==> src/logic/ibis_pkg.sv <==
/*
  package for the instrument bus interface state block: address range,
  factory defaults and the decoded bus message codes.
  assumes a message decoder upstream delivers one message code per cycle.
*/
package ibis_pkg;
  localparam int          ADDR_W         = 5;      // primary address width
  localparam logic [4:0]  ADDR_MAX       = 5'h1e;  // highest legal address (30)
  localparam logic [4:0]  ADDR_RESET     = 5'h10;  // factory address (16)
  localparam logic        BUS_SEL_RESET  = 1'b1;   // factory: parallel bus selected
  localparam int          IFC_MIN_NS     = 100000; // least interface clear hold
  localparam int          CLK_NS         = 8;      // sys_clk period
  localparam int          IFC_MIN_CYC    = (IFC_MIN_NS + CLK_NS - 1) / CLK_NS; // rounds up
  localparam int          MSG_W          = 4;      // message code width

  // decoded bus messages presented on msg_code with msg_valid
  typedef enum logic [3:0] {
    IBIS_MSG_NONE,  // nothing
    IBIS_MSG_MLA,   // my listen address
    IBIS_MSG_MTA,   // my talk address
    IBIS_MSG_OTA,   // other talk address
    IBIS_MSG_UNL,   // unlisten
    IBIS_MSG_UNT,   // untalk
    IBIS_MSG_LLO,   // local lockout
    IBIS_MSG_GTL,   // go to local (addressed)
    IBIS_MSG_DCL,   // device clear (universal)
    IBIS_MSG_SDC,   // selective device clear
    IBIS_MSG_GET,   // group execute trigger
    IBIS_MSG_SPE,   // serial poll enable
    IBIS_MSG_SPD    // serial poll disable
  } ibis_msg_e;
endpackage

==> src/logic/ibis_core.sv <==
/*
  interface-function state of an instrument on a parallel instrument bus:
  address, bus/serial selection, remote/local, lockout, talker, listener,
  device clear and trigger pulses.
  assumes msg_valid/msg_code come from a decoder on sys_clk; ren and ifc
  are raw bus lines (active high asserted) and are synchronised here.
*/
`timescale 1ns/1ps
// Functional notes
// address 0..30, factory bus on, address 16
// controller keeps bus addresses unique
// bus enable and serial enable exclusive
// remote only on listen address with enable
// measurement queries accepted only in remote
// interface clear: local, talker/listener idle
// interface clear keeps settings and data
// controller holds interface clear 100 us
// lockout disables panel except output off
// lockout cleared by go-to-local or power
// go-to-local returns remote to local
// device clear acts without addressing
// device clear flushes buffers and commands
// device clear keeps settings and data
// selective clear only when addressed listener
// trigger only when bus is source
// accepted trigger advances trigger model
// remote locks panel keys except local
// talker/listener exit on unt/unl/other/ifc
// serial poll answered at any time
// states shown as separate status outputs
module ibis_core #(
  parameter int IFC_CYC = ibis_pkg::IFC_MIN_CYC   // least interface clear hold, cycles
) (
  input  wire logic       sys_clk,                 // system clock 125 MHz
  input  wire logic       srst,                    // synchronous reset, power-on
  input  wire logic       clk_en,                  // clock enable
  input  wire logic       ren_pin,                 // remote enable line, asserted high
  input  wire logic       ifc_pin,                 // interface clear line, asserted high
  input  wire logic       msg_valid,               // decoded message strobe
  input  wire logic [3:0] msg_code,                // decoded message code
  input  wire logic       cfg_we,                  // write address/selection
  input  wire logic [4:0] cfg_addr,                // new primary address
  input  wire logic       cfg_bus_on,              // new bus selection
  input  wire logic       trig_src_bus,            // trigger source is the bus
  input  wire logic       query_req,               // measurement query request
  input  wire logic       local_key,               // local key press pulse
  input  wire logic [7:0] status_byte,             // status byte to poll out
  output logic [4:0]      prim_addr,               // primary address
  output logic            bus_enabled,             // parallel bus enabled
  output logic            serial_enabled,          // serial port enabled
  output logic            remote_state,            // in remote
  output logic            lockout_state,           // local lockout in effect
  output logic            talker_active,           // talker active
  output logic            listener_active_indicator, // listener active
  output logic            panel_keys_en,           // ordinary panel keys usable
  output logic            local_key_en,            // local key usable
  output logic            output_off_en,           // output-off key usable
  output logic            query_accept,            // query accepted pulse
  output logic            dev_clear,               // flush buffers pulse
  output logic            trig_event,              // trigger model advance pulse
  output logic            spoll_active,            // serial poll in progress
  output logic [7:0]      spoll_byte               // byte to return in poll
);
  logic [1:0]  sync_lv;                            // synchronised ren, ifc
  logic        ren_s;                              // remote enable level
  logic        ifc_raw;                            // interface clear level
  logic [16:0] ifc_cnt_r;                          // interface clear hold count
  logic        ifc_hit;                            // interface clear accepted
  logic        ifc_seen_r;                         // already acted on this assertion
  logic        m_mla, m_mta, m_ota, m_unl, m_unt;  // message decodes
  logic        m_llo, m_gtl, m_dcl, m_sdc, m_get;
  logic        m_spe, m_spd;

  ibis_sync #(.W(2)) u_sync (
    .sys_clk  (sys_clk),
    .srst     (srst),
    .clk_en   (clk_en),
    .async_in ({ren_pin, ifc_pin}),
    .sync_out (sync_lv)
  );
  assign ren_s   = sync_lv[1];
  assign ifc_raw = sync_lv[0];

  // compare a valid message with a code
  function automatic logic is_msg(input logic v, input logic [3:0] c, input ibis_pkg::ibis_msg_e m);
    return v && (c == 4'(m));
  endfunction

  assign m_mla = is_msg(msg_valid, msg_code, ibis_pkg::IBIS_MSG_MLA) && bus_enabled;
  assign m_mta = is_msg(msg_valid, msg_code, ibis_pkg::IBIS_MSG_MTA) && bus_enabled;
  assign m_ota = is_msg(msg_valid, msg_code, ibis_pkg::IBIS_MSG_OTA) && bus_enabled;
  assign m_unl = is_msg(msg_valid, msg_code, ibis_pkg::IBIS_MSG_UNL) && bus_enabled;
  assign m_unt = is_msg(msg_valid, msg_code, ibis_pkg::IBIS_MSG_UNT) && bus_enabled;
  assign m_llo = is_msg(msg_valid, msg_code, ibis_pkg::IBIS_MSG_LLO) && bus_enabled;
  assign m_gtl = is_msg(msg_valid, msg_code, ibis_pkg::IBIS_MSG_GTL) && bus_enabled;
  assign m_dcl = is_msg(msg_valid, msg_code, ibis_pkg::IBIS_MSG_DCL) && bus_enabled;
  assign m_sdc = is_msg(msg_valid, msg_code, ibis_pkg::IBIS_MSG_SDC) && bus_enabled;
  assign m_get = is_msg(msg_valid, msg_code, ibis_pkg::IBIS_MSG_GET) && bus_enabled;
  assign m_spe = is_msg(msg_valid, msg_code, ibis_pkg::IBIS_MSG_SPE) && bus_enabled;
  assign m_spd = is_msg(msg_valid, msg_code, ibis_pkg::IBIS_MSG_SPD) && bus_enabled;

  // interface clear must be held IFC_CYC - 1 cycles before it counts; acted on once
  always_ff @(posedge sys_clk) begin
    if (srst) begin
      ifc_cnt_r  <= '0;
      ifc_seen_r <= 1'b0;
    end else if (clk_en) begin
      if (!ifc_raw) begin
        ifc_cnt_r  <= '0;
        ifc_seen_r <= 1'b0;
      end else if (ifc_hit) begin
        ifc_seen_r <= 1'b1;
      end else if (!ifc_seen_r) begin
        ifc_cnt_r <= ifc_cnt_r + 17'h00001;
      end
    end
  end
  // hold length is the other party's duty; counted so glitches do not clear
  assign ifc_hit = ifc_raw && !ifc_seen_r && (ifc_cnt_r >= 17'(IFC_CYC - 2));

  // address and bus selection, only settings store; clears never touch them
  always_ff @(posedge sys_clk) begin
    if (srst) begin
      prim_addr   <= ibis_pkg::ADDR_RESET;
      bus_enabled <= ibis_pkg::BUS_SEL_RESET;
    end else if (clk_en && cfg_we) begin
      if (cfg_addr <= ibis_pkg::ADDR_MAX)
        prim_addr <= cfg_addr;
      bus_enabled <= cfg_bus_on;
    end
  end
  assign serial_enabled = !bus_enabled;

  // remote / local state
  always_ff @(posedge sys_clk) begin
    if (srst) begin
      remote_state <= 1'b0;
    end else if (clk_en) begin
      if (!ren_s || ifc_hit || !bus_enabled)
        remote_state <= 1'b0;
      else if (m_gtl && listener_active_indicator)
        remote_state <= 1'b0;
      else if (local_key && !lockout_state)
        remote_state <= 1'b0;
      else if (m_mla)
        remote_state <= 1'b1;
    end
  end

  // local lockout, dropped by go-to-local, remote enable low or power-on reset
  always_ff @(posedge sys_clk) begin
    if (srst) begin
      lockout_state <= 1'b0;
    end else if (clk_en) begin
      if ((m_gtl && listener_active_indicator) || !ren_s)
        lockout_state <= 1'b0;
      else if (m_llo)
        lockout_state <= 1'b1;
    end
  end

  // talker state
  always_ff @(posedge sys_clk) begin
    if (srst) begin
      talker_active <= 1'b0;
    end else if (clk_en) begin
      if (ifc_hit || m_unt || m_mla || m_ota || !bus_enabled)
        talker_active <= 1'b0;
      else if (m_mta)
        talker_active <= 1'b1;
    end
  end

  // listener state
  always_ff @(posedge sys_clk) begin
    if (srst) begin
      listener_active_indicator <= 1'b0;
    end else if (clk_en) begin
      if (ifc_hit || m_unl || m_mta || !bus_enabled)
        listener_active_indicator <= 1'b0;
      else if (m_mla)
        listener_active_indicator <= 1'b1;
    end
  end

  // panel key gating from the registered states
  assign panel_keys_en = !remote_state && !lockout_state;
  assign local_key_en  = remote_state && !lockout_state;
  assign output_off_en = 1'b1;

  // one-cycle action pulses
  always_ff @(posedge sys_clk) begin
    if (srst) begin
      query_accept <= 1'b0;
      dev_clear    <= 1'b0;
      trig_event   <= 1'b0;
    end else if (clk_en) begin
      query_accept <= query_req && remote_state;
      dev_clear    <= m_dcl || (m_sdc && listener_active_indicator);
      trig_event   <= m_get && listener_active_indicator && trig_src_bus;
    end else begin
      query_accept <= 1'b0;
      dev_clear    <= 1'b0;
      trig_event   <= 1'b0;
    end
  end

  // serial poll mode and byte capture
  always_ff @(posedge sys_clk) begin
    if (srst) begin
      spoll_active <= 1'b0;
      spoll_byte   <= 8'h00;
    end else if (clk_en) begin
      if (ifc_hit || m_spd)
        spoll_active <= 1'b0;
      else if (m_spe)
        spoll_active <= 1'b1;
      spoll_byte <= status_byte;
    end
  end

  chk_mla_needs_ren: assert property (@(posedge sys_clk) disable iff (srst)
    $rose(remote_state) |-> $past(m_mla) && $past(ren_s)) else $error("remote entered without listen address");
  chk_ifc_idles: assert property (@(posedge sys_clk) disable iff (srst)
    (clk_en && ifc_hit) |=> !talker_active && !listener_active_indicator && !remote_state)
    else $error("interface clear left a state active");
  chk_ifc_keeps_addr: assert property (@(posedge sys_clk) disable iff (srst)
    (ifc_hit && !cfg_we) |=> $stable(prim_addr) && $stable(bus_enabled)) else $error("interface clear changed settings");
  chk_bus_serial_excl: assert property (@(posedge sys_clk) disable iff (srst)
    bus_enabled != serial_enabled) else $error("bus and serial both on or off");
  chk_addr_range: assert property (@(posedge sys_clk) disable iff (srst)
    prim_addr <= ibis_pkg::ADDR_MAX) else $error("address out of range");
  chk_query_remote: assert property (@(posedge sys_clk) disable iff (srst)
    query_accept |-> $past(remote_state)) else $error("query accepted in local");
  chk_lockout_local: assert property (@(posedge sys_clk) disable iff (srst)
    (lockout_state && remote_state && clk_en && local_key && ren_s && !ifc_hit && !m_gtl && bus_enabled)
    |=> remote_state) else $error("local key escaped lockout");
  chk_trig_source: assert property (@(posedge sys_clk) disable iff (srst)
    trig_event |-> $past(trig_src_bus) && $past(m_get)) else $error("trigger without bus source");
  chk_dcl_unaddressed: assert property (@(posedge sys_clk) disable iff (srst)
    (clk_en && m_dcl) |=> dev_clear) else $error("device clear ignored");
  chk_talk_exit: assert property (@(posedge sys_clk) disable iff (srst)
    (clk_en && (m_unt || m_mla)) |=> !talker_active) else $error("talker stayed active");
  chk_remote_keys: assert property (@(posedge sys_clk) disable iff (srst)
    remote_state |-> !panel_keys_en && output_off_en) else $error("panel keys usable in remote");
endmodule // ibis_core

==> src/logic/ibis_sync.sv <==
/*
  two flip-flop synchroniser for a group of pin levels.
  assumes sys_clk free running; inputs are asynchronous levels.
*/
`timescale 1ns/1ps
module ibis_sync #(
  parameter int W = 2                 // number of levels
) (
  input  wire logic         sys_clk,  // system clock
  input  wire logic         srst,     // synchronous reset
  input  wire logic         clk_en,   // clock enable
  input  wire logic [W-1:0] async_in, // raw pin levels
  output logic      [W-1:0] sync_out  // synchronised levels
);
  logic [W-1:0] meta_r;               // first stage, read only by the second

  // two stage capture
  always_ff @(posedge sys_clk) begin
    if (srst) begin
      meta_r   <= '0;
      sync_out <= '0;
    end else if (clk_en) begin
      meta_r   <= async_in;
      sync_out <= meta_r;
    end
  end
endmodule // ibis_sync

==> config.mk <==
export PLATFORM = sky130hd
export DESIGN_NAME = ibis_core
export DESIGN_NICKNAME = d
export VERILOG_FILES = /design/src/logic/ibis_pkg.sv /design/src/logic/ibis_core.sv /design/src/logic/ibis_sync.sv
export SDC_FILE = /design/constraint.sdc
export NUM_CORES = 1
export LEC_CHECK = 0
export CAP_MARGIN = 10
export CORE_MARGIN = 1.5
export CORE_UTILIZATION = 50
export DETAILED_ROUTE_END_ITERATION = 7
export DONT_BUFFER_PORTS = 1
export SYNTH_ARGS = -nofsm -noshare
export SYNTH_HDL_FRONTEND = slang
export SYNTH_HIERARCHICAL = 1
export SYNTH_SLANG_ARGS = --single-unit
==> constraint.sdc <==
create_clock -name sys_clk -period 2.3 [get_ports sys_clk]
set_input_delay 0.115 -clock sys_clk [delete_from_list [all_inputs] [get_ports sys_clk]]
set_output_delay 0.115 -clock sys_clk [all_outputs]
set_load 0.03 [all_outputs]
Word level (Yosys, flattened, before mapping)
Index checks and enable logic that the tools add are counted.
{ "word_totals": {"reg_bits": 44, "inputBits": 28, "out_inout_bits": 26, "word_cells": 116} }
{ "classes": {"add_sub_neg": 1, "magnitude_cmp": 2, "n_eq_ne": 15, "n_mux": 16, "n_bitwise": 1, "n_reduce_logical": 66} }
{ "op_table": {"columns": ["op", "count"], "rows": [
  ["$mux W17", 3],
  ["$logic_and A1 B1 Y1", 35],
  ["$eq A4 B4 Y1 const B", 5],
  ["$add A17 B1 Y17 const B", 1],
  ["$ge A17 B14 Y1 const B", 1],
  ["$eq A4 B3 Y1 const B", 4],
  ["$reduce_and A2 Y1", 7],
  ["$mux W1", 13],
  ["$logic_or A1 B1 Y1", 12],
  ["$eq A4 B2 Y1 const B", 2],
  ["$reduce_bool A2 Y1", 4],
  ["$ne A2 B2 Y1 const B", 3],
  ["$le A5 B5 Y1 const B", 1],
  ["$logic_not A1 Y1", 5],
  ["$eq A4 B1 Y1 const B", 1],
  ["$reduce_bool A4 Y1", 1],
  ["$reduce_and A3 Y1", 1],
  ["$reduce_or A2 Y1", 1],
  ["$not A1 Y1", 1]
]} }

Longest topological paths before layout
{ "depth": {"word_depth": 9, "ltp_mapped": 9, "mapped_depth_nobuf": 8} }

Hierarchy
The synthesis kept the hierarchy.
{ "by_module_without_submodules": {"columns": ["module", "n_inst", "cells_per_inst", "area_per_inst_um2", "seq_area_each_um2"], "rows": [
  ["ibis_core", 1, 229, 1924.3, 800.8],
  ["ibis_sync", 1, 13, 140.1, 80.1]
]} }

Worst setup path after synthesis
No wires, ideal clock.
{ "synth_path": {"path_kind": "register -> register", "start": "reg ifc_cnt_r[6]", "end": "reg ifc_cnt_r[5]", "setup_time_ns": 0.071, "arrival_time_ns": 1.902, "required_ns": 2.229, "path_slack_ns": 0.327, "path_stages_with_launch": 10, "n_path_buf": 3, "period_less_slack_ns": 1.973, "path_cell_list": "dfxtp_1 > buf_6 > a31oi_1 > o21ai_1 > and3b_1 > clkbuf_2 > or3_4 > buf_6 > or3_1 > a21oi_1"} }
{ "synth_via": {"elab_chain_cells": 4} }
{ "synth_rtl": {"columns": ["element", "line_no", "text"], "rows": [
  ["start: declaration", "ibis_core.sv:67", "logic [16:0] ifc_cnt_r;"],
  ["start signal: assignment", "ibis_core.sv:114", "ifc_cnt_r <= ifc_cnt_r + 17'h00001;"],
  ["$ge A17 B14 Y1", "ibis_core.sv:119", "assign ifc_hit = ifc_raw && !ifc_seen_r && (ifc_cnt_r >= 17'(IFC_CYC - 2));"],
  ["$logic_and A1 B1 Y1", "ibis_core.sv:119", null],
  ["$ne A2 B2 Y1 (no source line)", null, null],
  ["$reduce_and A3 Y1 (no source line)", null, null]
]} }
Every way passes these cells.
A chain may end at the register's enable or synchronous reset.

Worst setup path in the final report
{ "layout_path": {"start": "reg ifc_cnt_r[0]", "end": "reg ifc_cnt_r[12]"} }
{ "layout_via": {"elab_chain_cells": 4, "word_cells_on_any_way": 8, "classes_between": "add/sub: 1; order compare: 1; eq/ne: 1; mux: 3; reduce/logical: 2"} }
{ "layout_rtl": {"columns": ["element", "line_no"], "rows": [
  ["$add A17 B1 Y17 or $ge A17 B14 Y1 (tied branches)", "ibis_core.sv:114, ibis_core.sv:119"],
  ["$mux W17 or $logic_and A1 B1 Y1 (tied branches)", "ibis_core.sv:113, ibis_core.sv:119"],
  ["$mux W17 or $ne A2 B2 Y1 (tied branches)", null],
  ["$mux W17 or $reduce_and A3 Y1 (tied branches)", null]
]} }
Parallel ways exist; a longest one is shown, timed or not. The select of a mux whose other input is x is not followed.

==> metrics.md <==
| Metric | Value |
|---|---|
| Status | completed |
| Design area | 2390 µm² |
| Register area share after synthesis | 42.7% |
| Worst skew pair latency | 0.31 ns |
| Area leader, netlist | dfxtp_1 |
| Flops & latches, synth | 44 |
| Fin nets | 288 |
| Ports | 54 |
| Post-synth ARST share | 0% |
| Mapped cell area | 2060 µm² |
| Final core utilization | 60.2% |
| Min Tclk post-route | 2.10 ns |
| Netlist cell types | 51 |
| Hold Crit Class | in -> reg |
| Leak pwr | 0.910 nW |
| Root buffer cell | clkbuf_8 |
| Storage cell area | 881 µm² |
| Die X | 67.3 µm |
| H-tree Lvls | 2 |
| Slew @ Worst Pin | 1.06 ns |
| Initial antenna violation count | 0 |
| Max Cap Viol | 0 |
| Die area | 4520 µm² |
| Post-synth EDFFs | 0 |
| Via count | 1813 |
| Worst EP required | 2.54 ns |
| Syn Area/Cell | 8.53 µm² |
| Final Setup Violations | 0 |
| Hpwl dp | 3240 µm |
| DRT antenna net count | 0 |
| Iteration-0 DRC Markers | 92 |
| CP Data Arrival Time | 2.34 ns |
| Congestion Overflow GR | 0 |
| Max_slew headroom | 29.4% |
| Synth area leaders | dfxtp_1 (43%), mux2i_1 (7.3%), nor2_1 (6.5%) |
| CP max-delay cell | or4_1 |
| Initial Utilization | 52.0% |
| Setup TNS | 0 ns |
| Mapped Nets | 272 |
| CTS Sinks | 44 |
| PortBufs | 0 |
| Clock Tree Buf Depth | 2 |
| Number of diodes | 0 |
| Placement row count | 23 |
| Placed Area | 2060 µm² |
| CORE AREA | 3970 µm² |
| CP max stage delay | 0.48 ns |
| Most frequent CP cell | or4_1 |
| Fmax | 475 MHz |
| Layout cells sized above 1 | 7.72% |
| Worst VDD drop | 0.378 mV |
| First-pass GRT wire length | 7630 µm |
| Routed vias/inst | 5.87 |
| Die height | 67.3 µm |
| Fin crit share | 91.5% |
| YS warnings | 6 |
| Area grow syn2layout | 15.8% |
| # fillers | 363 |
| Crit start category | flip-flop |
| Unrepaired setup endpoints after global routing | false |
| Pwr Density | 607 nW/µm² |
| Worst-case clock skew | 0.00942 ns |
| GP Congestion | 0.877 |
| Multi-input gate area | 1080 µm² |
| Residual DRC count | 0 |
| WS Path Type | reg -> reg |
| Fin. max-slew vios | 0 |
| Synth Instances | 242 |
| Top FF cell, synth | dfxtp_1 |
| TritonCTS clock tree | yes |
| Fin. Hold Viols | 0 |
| Setup crit end kind | flip-flop |
| Top-area cell type share of the netlist area | 42.7% |
| Tot GR Track Use | 22.6% |
| Largest net degree at the start of global routing | 27 |
| Clk slew on worst S/H paths | 0.09 ns |
| Drt wl/cell | 15.8 µm |
| Number of global-route vias before repair | 1701 |
| CP Cell Sequence | inv_1 > ha_1 > nand4bb_1 > or4_1 > a22oi_2 > or3_4 > or4_1 > a21oi_1 |
| Maximum fanout along the worst path | 14 |
| Routed wire length | 4890 µm |
| DRT Pass-1 Iters | 5 |
| TritonCTS Buffers | 5 |
stage by stage:
stage | hold WS (ns) | instances | total power (W) | setup WS, ns
2_1_floorplan | 0.187 | 242 | 0.000920 | 0.327
3_3_place_gp | 0.190 | 278 | 0.000913 | 0.203
3_5_place_dp | 0.192 | 278 | 0.000917 | 0.134
4_1_cts | 0.00199 | 308 | 0.00147 | 0.115
5_1_grt | 0.0402 | 309 | 0.00151 | 0.0158
6_report | 0.0196 | 309 | 0.00145 | 0.196
cell type report:
cell class	count	area share [%]
well taps	50	2.62
inverters	9	1.41
clock buffers	6	3.46
multi-input cells	173	45.1
flip-flops and latches	44	36.9
clock inverters	2	0.419
repair buffers	25	10.2
kinds of logic after synthesis:
family	count (synthesis)	share of synthesized area, %
compound gates	42	13.4
xor+xnor	3	1.27
fa+ha+maj	2	1.21
buf+inv	25	5.58
flops	44	42.7
mux	16	7.82
other cells	1	0.182
simple gates	109	27.9
worst paths after layout:
check,from,to,slack [ns],cells past startpoint
worst min register to register,ifc_cnt_r[13]$_SDFFE_PP0P_,ifc_cnt_r[13]$_SDFFE_PP0P_,0.50,2
worst min-delay path,msg_code[3],dev_clear$_SDFF_PP0_,0.02,2
worst max register to register,ifc_cnt_r[0]$_SDFFE_PP0P_,ifc_cnt_r[12]$_SDFFE_PP0P_,0.20,8
worst max-delay path,ifc_cnt_r[0]$_SDFFE_PP0P_,ifc_cnt_r[12]$_SDFFE_PP0P_,0.20,8
layer usage:
| layer | up-vias | part of all wire, % | GRT usage [%] |
|---|---|---|---|
| met5 | - | 0 | 0 |
| met4 | 0 | 0.98 | 8.42 |
| met3 | 4 | 6.6 | 8.33 |
| met2 | 58 | 48 | 36.6 |
| met1 | 861 | 44 | 27.3 |
| li1 | 890 | - | - |
cells in the mapped netlist, drive strengths merged, types with 3 or more instances:
cell / count
inv: 9
buf: 3
nand2: 20
dfxtp: 44
o21ai: 6
nor2: 36
nand3b: 3
or3: 4
nor4b: 4
a21oi: 14
mux2i: 15
nor3: 5
and3: 5
nand3: 9
nand4: 5
clkbuf: 13
a211oi: 5
nand2b: 3
or4: 4
a31oi: 4
sequential cells by signal, indices dropped and copies added (netlist names):
register,count
dev_clear,1
u_sync/meta_r,2
query_accept,1
prim_addr,5
spoll_active,1
bus_enabled,1
ifc_seen_r,1
listener_active_indicator,1
ifc_cnt_r,17
u_sync/sync_out,2
spoll_byte,8
trig_event,1
lockout_state,1
talker_active,1
remote_state,1
power by group:
part	switching [W]	internal [W]	leakage, nW
clock	0.000269	0.000240	0.0510
combinational	0.0000634	0.0000559	0.502
sequential	0.0000438	0.000780	0.358
critical path, delay by kind of cell (launching register included):
family | cells | cell delay, ns
and+or+nand+nor | 4 | 1.12
AOI/OAI and AO/OA | 2 | 0.25
buffers and inverters | 1 | 0.09
DFF | 1 | 0.38
adders and majority gates | 1 | 0.20
timing repair:
| action | 4_1_cts | 5_1_grt |
|---|---|---|
| hold buffers | 22 | 0 |
| resized for setup | 0 | 1 |
| buffers inserted | 0 | 1 |
| setup endpoints to repair | 0 | 2 |
| hold endpoints to repair | 30 | 0 |
cell usage in the layout, fill, tap and decap left out, types with 2 or more instances in the layout:
master / synthesis / final
nand2_1: 20 / 20
nor4b_1: 3 / 3
mux2i_1: 15 / 15
ha_1: 2 / 2
nand2b_1: 3 / 3
xnor2_1: 2 / 2
o31ai_1: 2 / 2
o211ai_1: 2 / 2
nor2_1: 36 / 36
a211oi_1: 5 / 5
nand3_1: 9 / 9
and3_1: 5 / 5
a21oi_1: 14 / 14
nand4_1: 5 / 5
dfxtp_1: 44 / 44
nor3b_1: 2 / 2
buf_4: 1 / 3
inv_1: 9 / 9
clkbuf_8: 0 / 6
or4_1: 4 / 4
nor3_1: 4 / 4
dlygate4sd3_1: 0 / 22
a31oi_1: 4 / 4
nor2b_1: 2 / 2
clkinv_2: 0 / 2
o21ai_0: 5 / 5
or3_1: 3 / 3
nand3b_1: 3 / 3
Note: power is estimated with default switching activity, not from simulation.
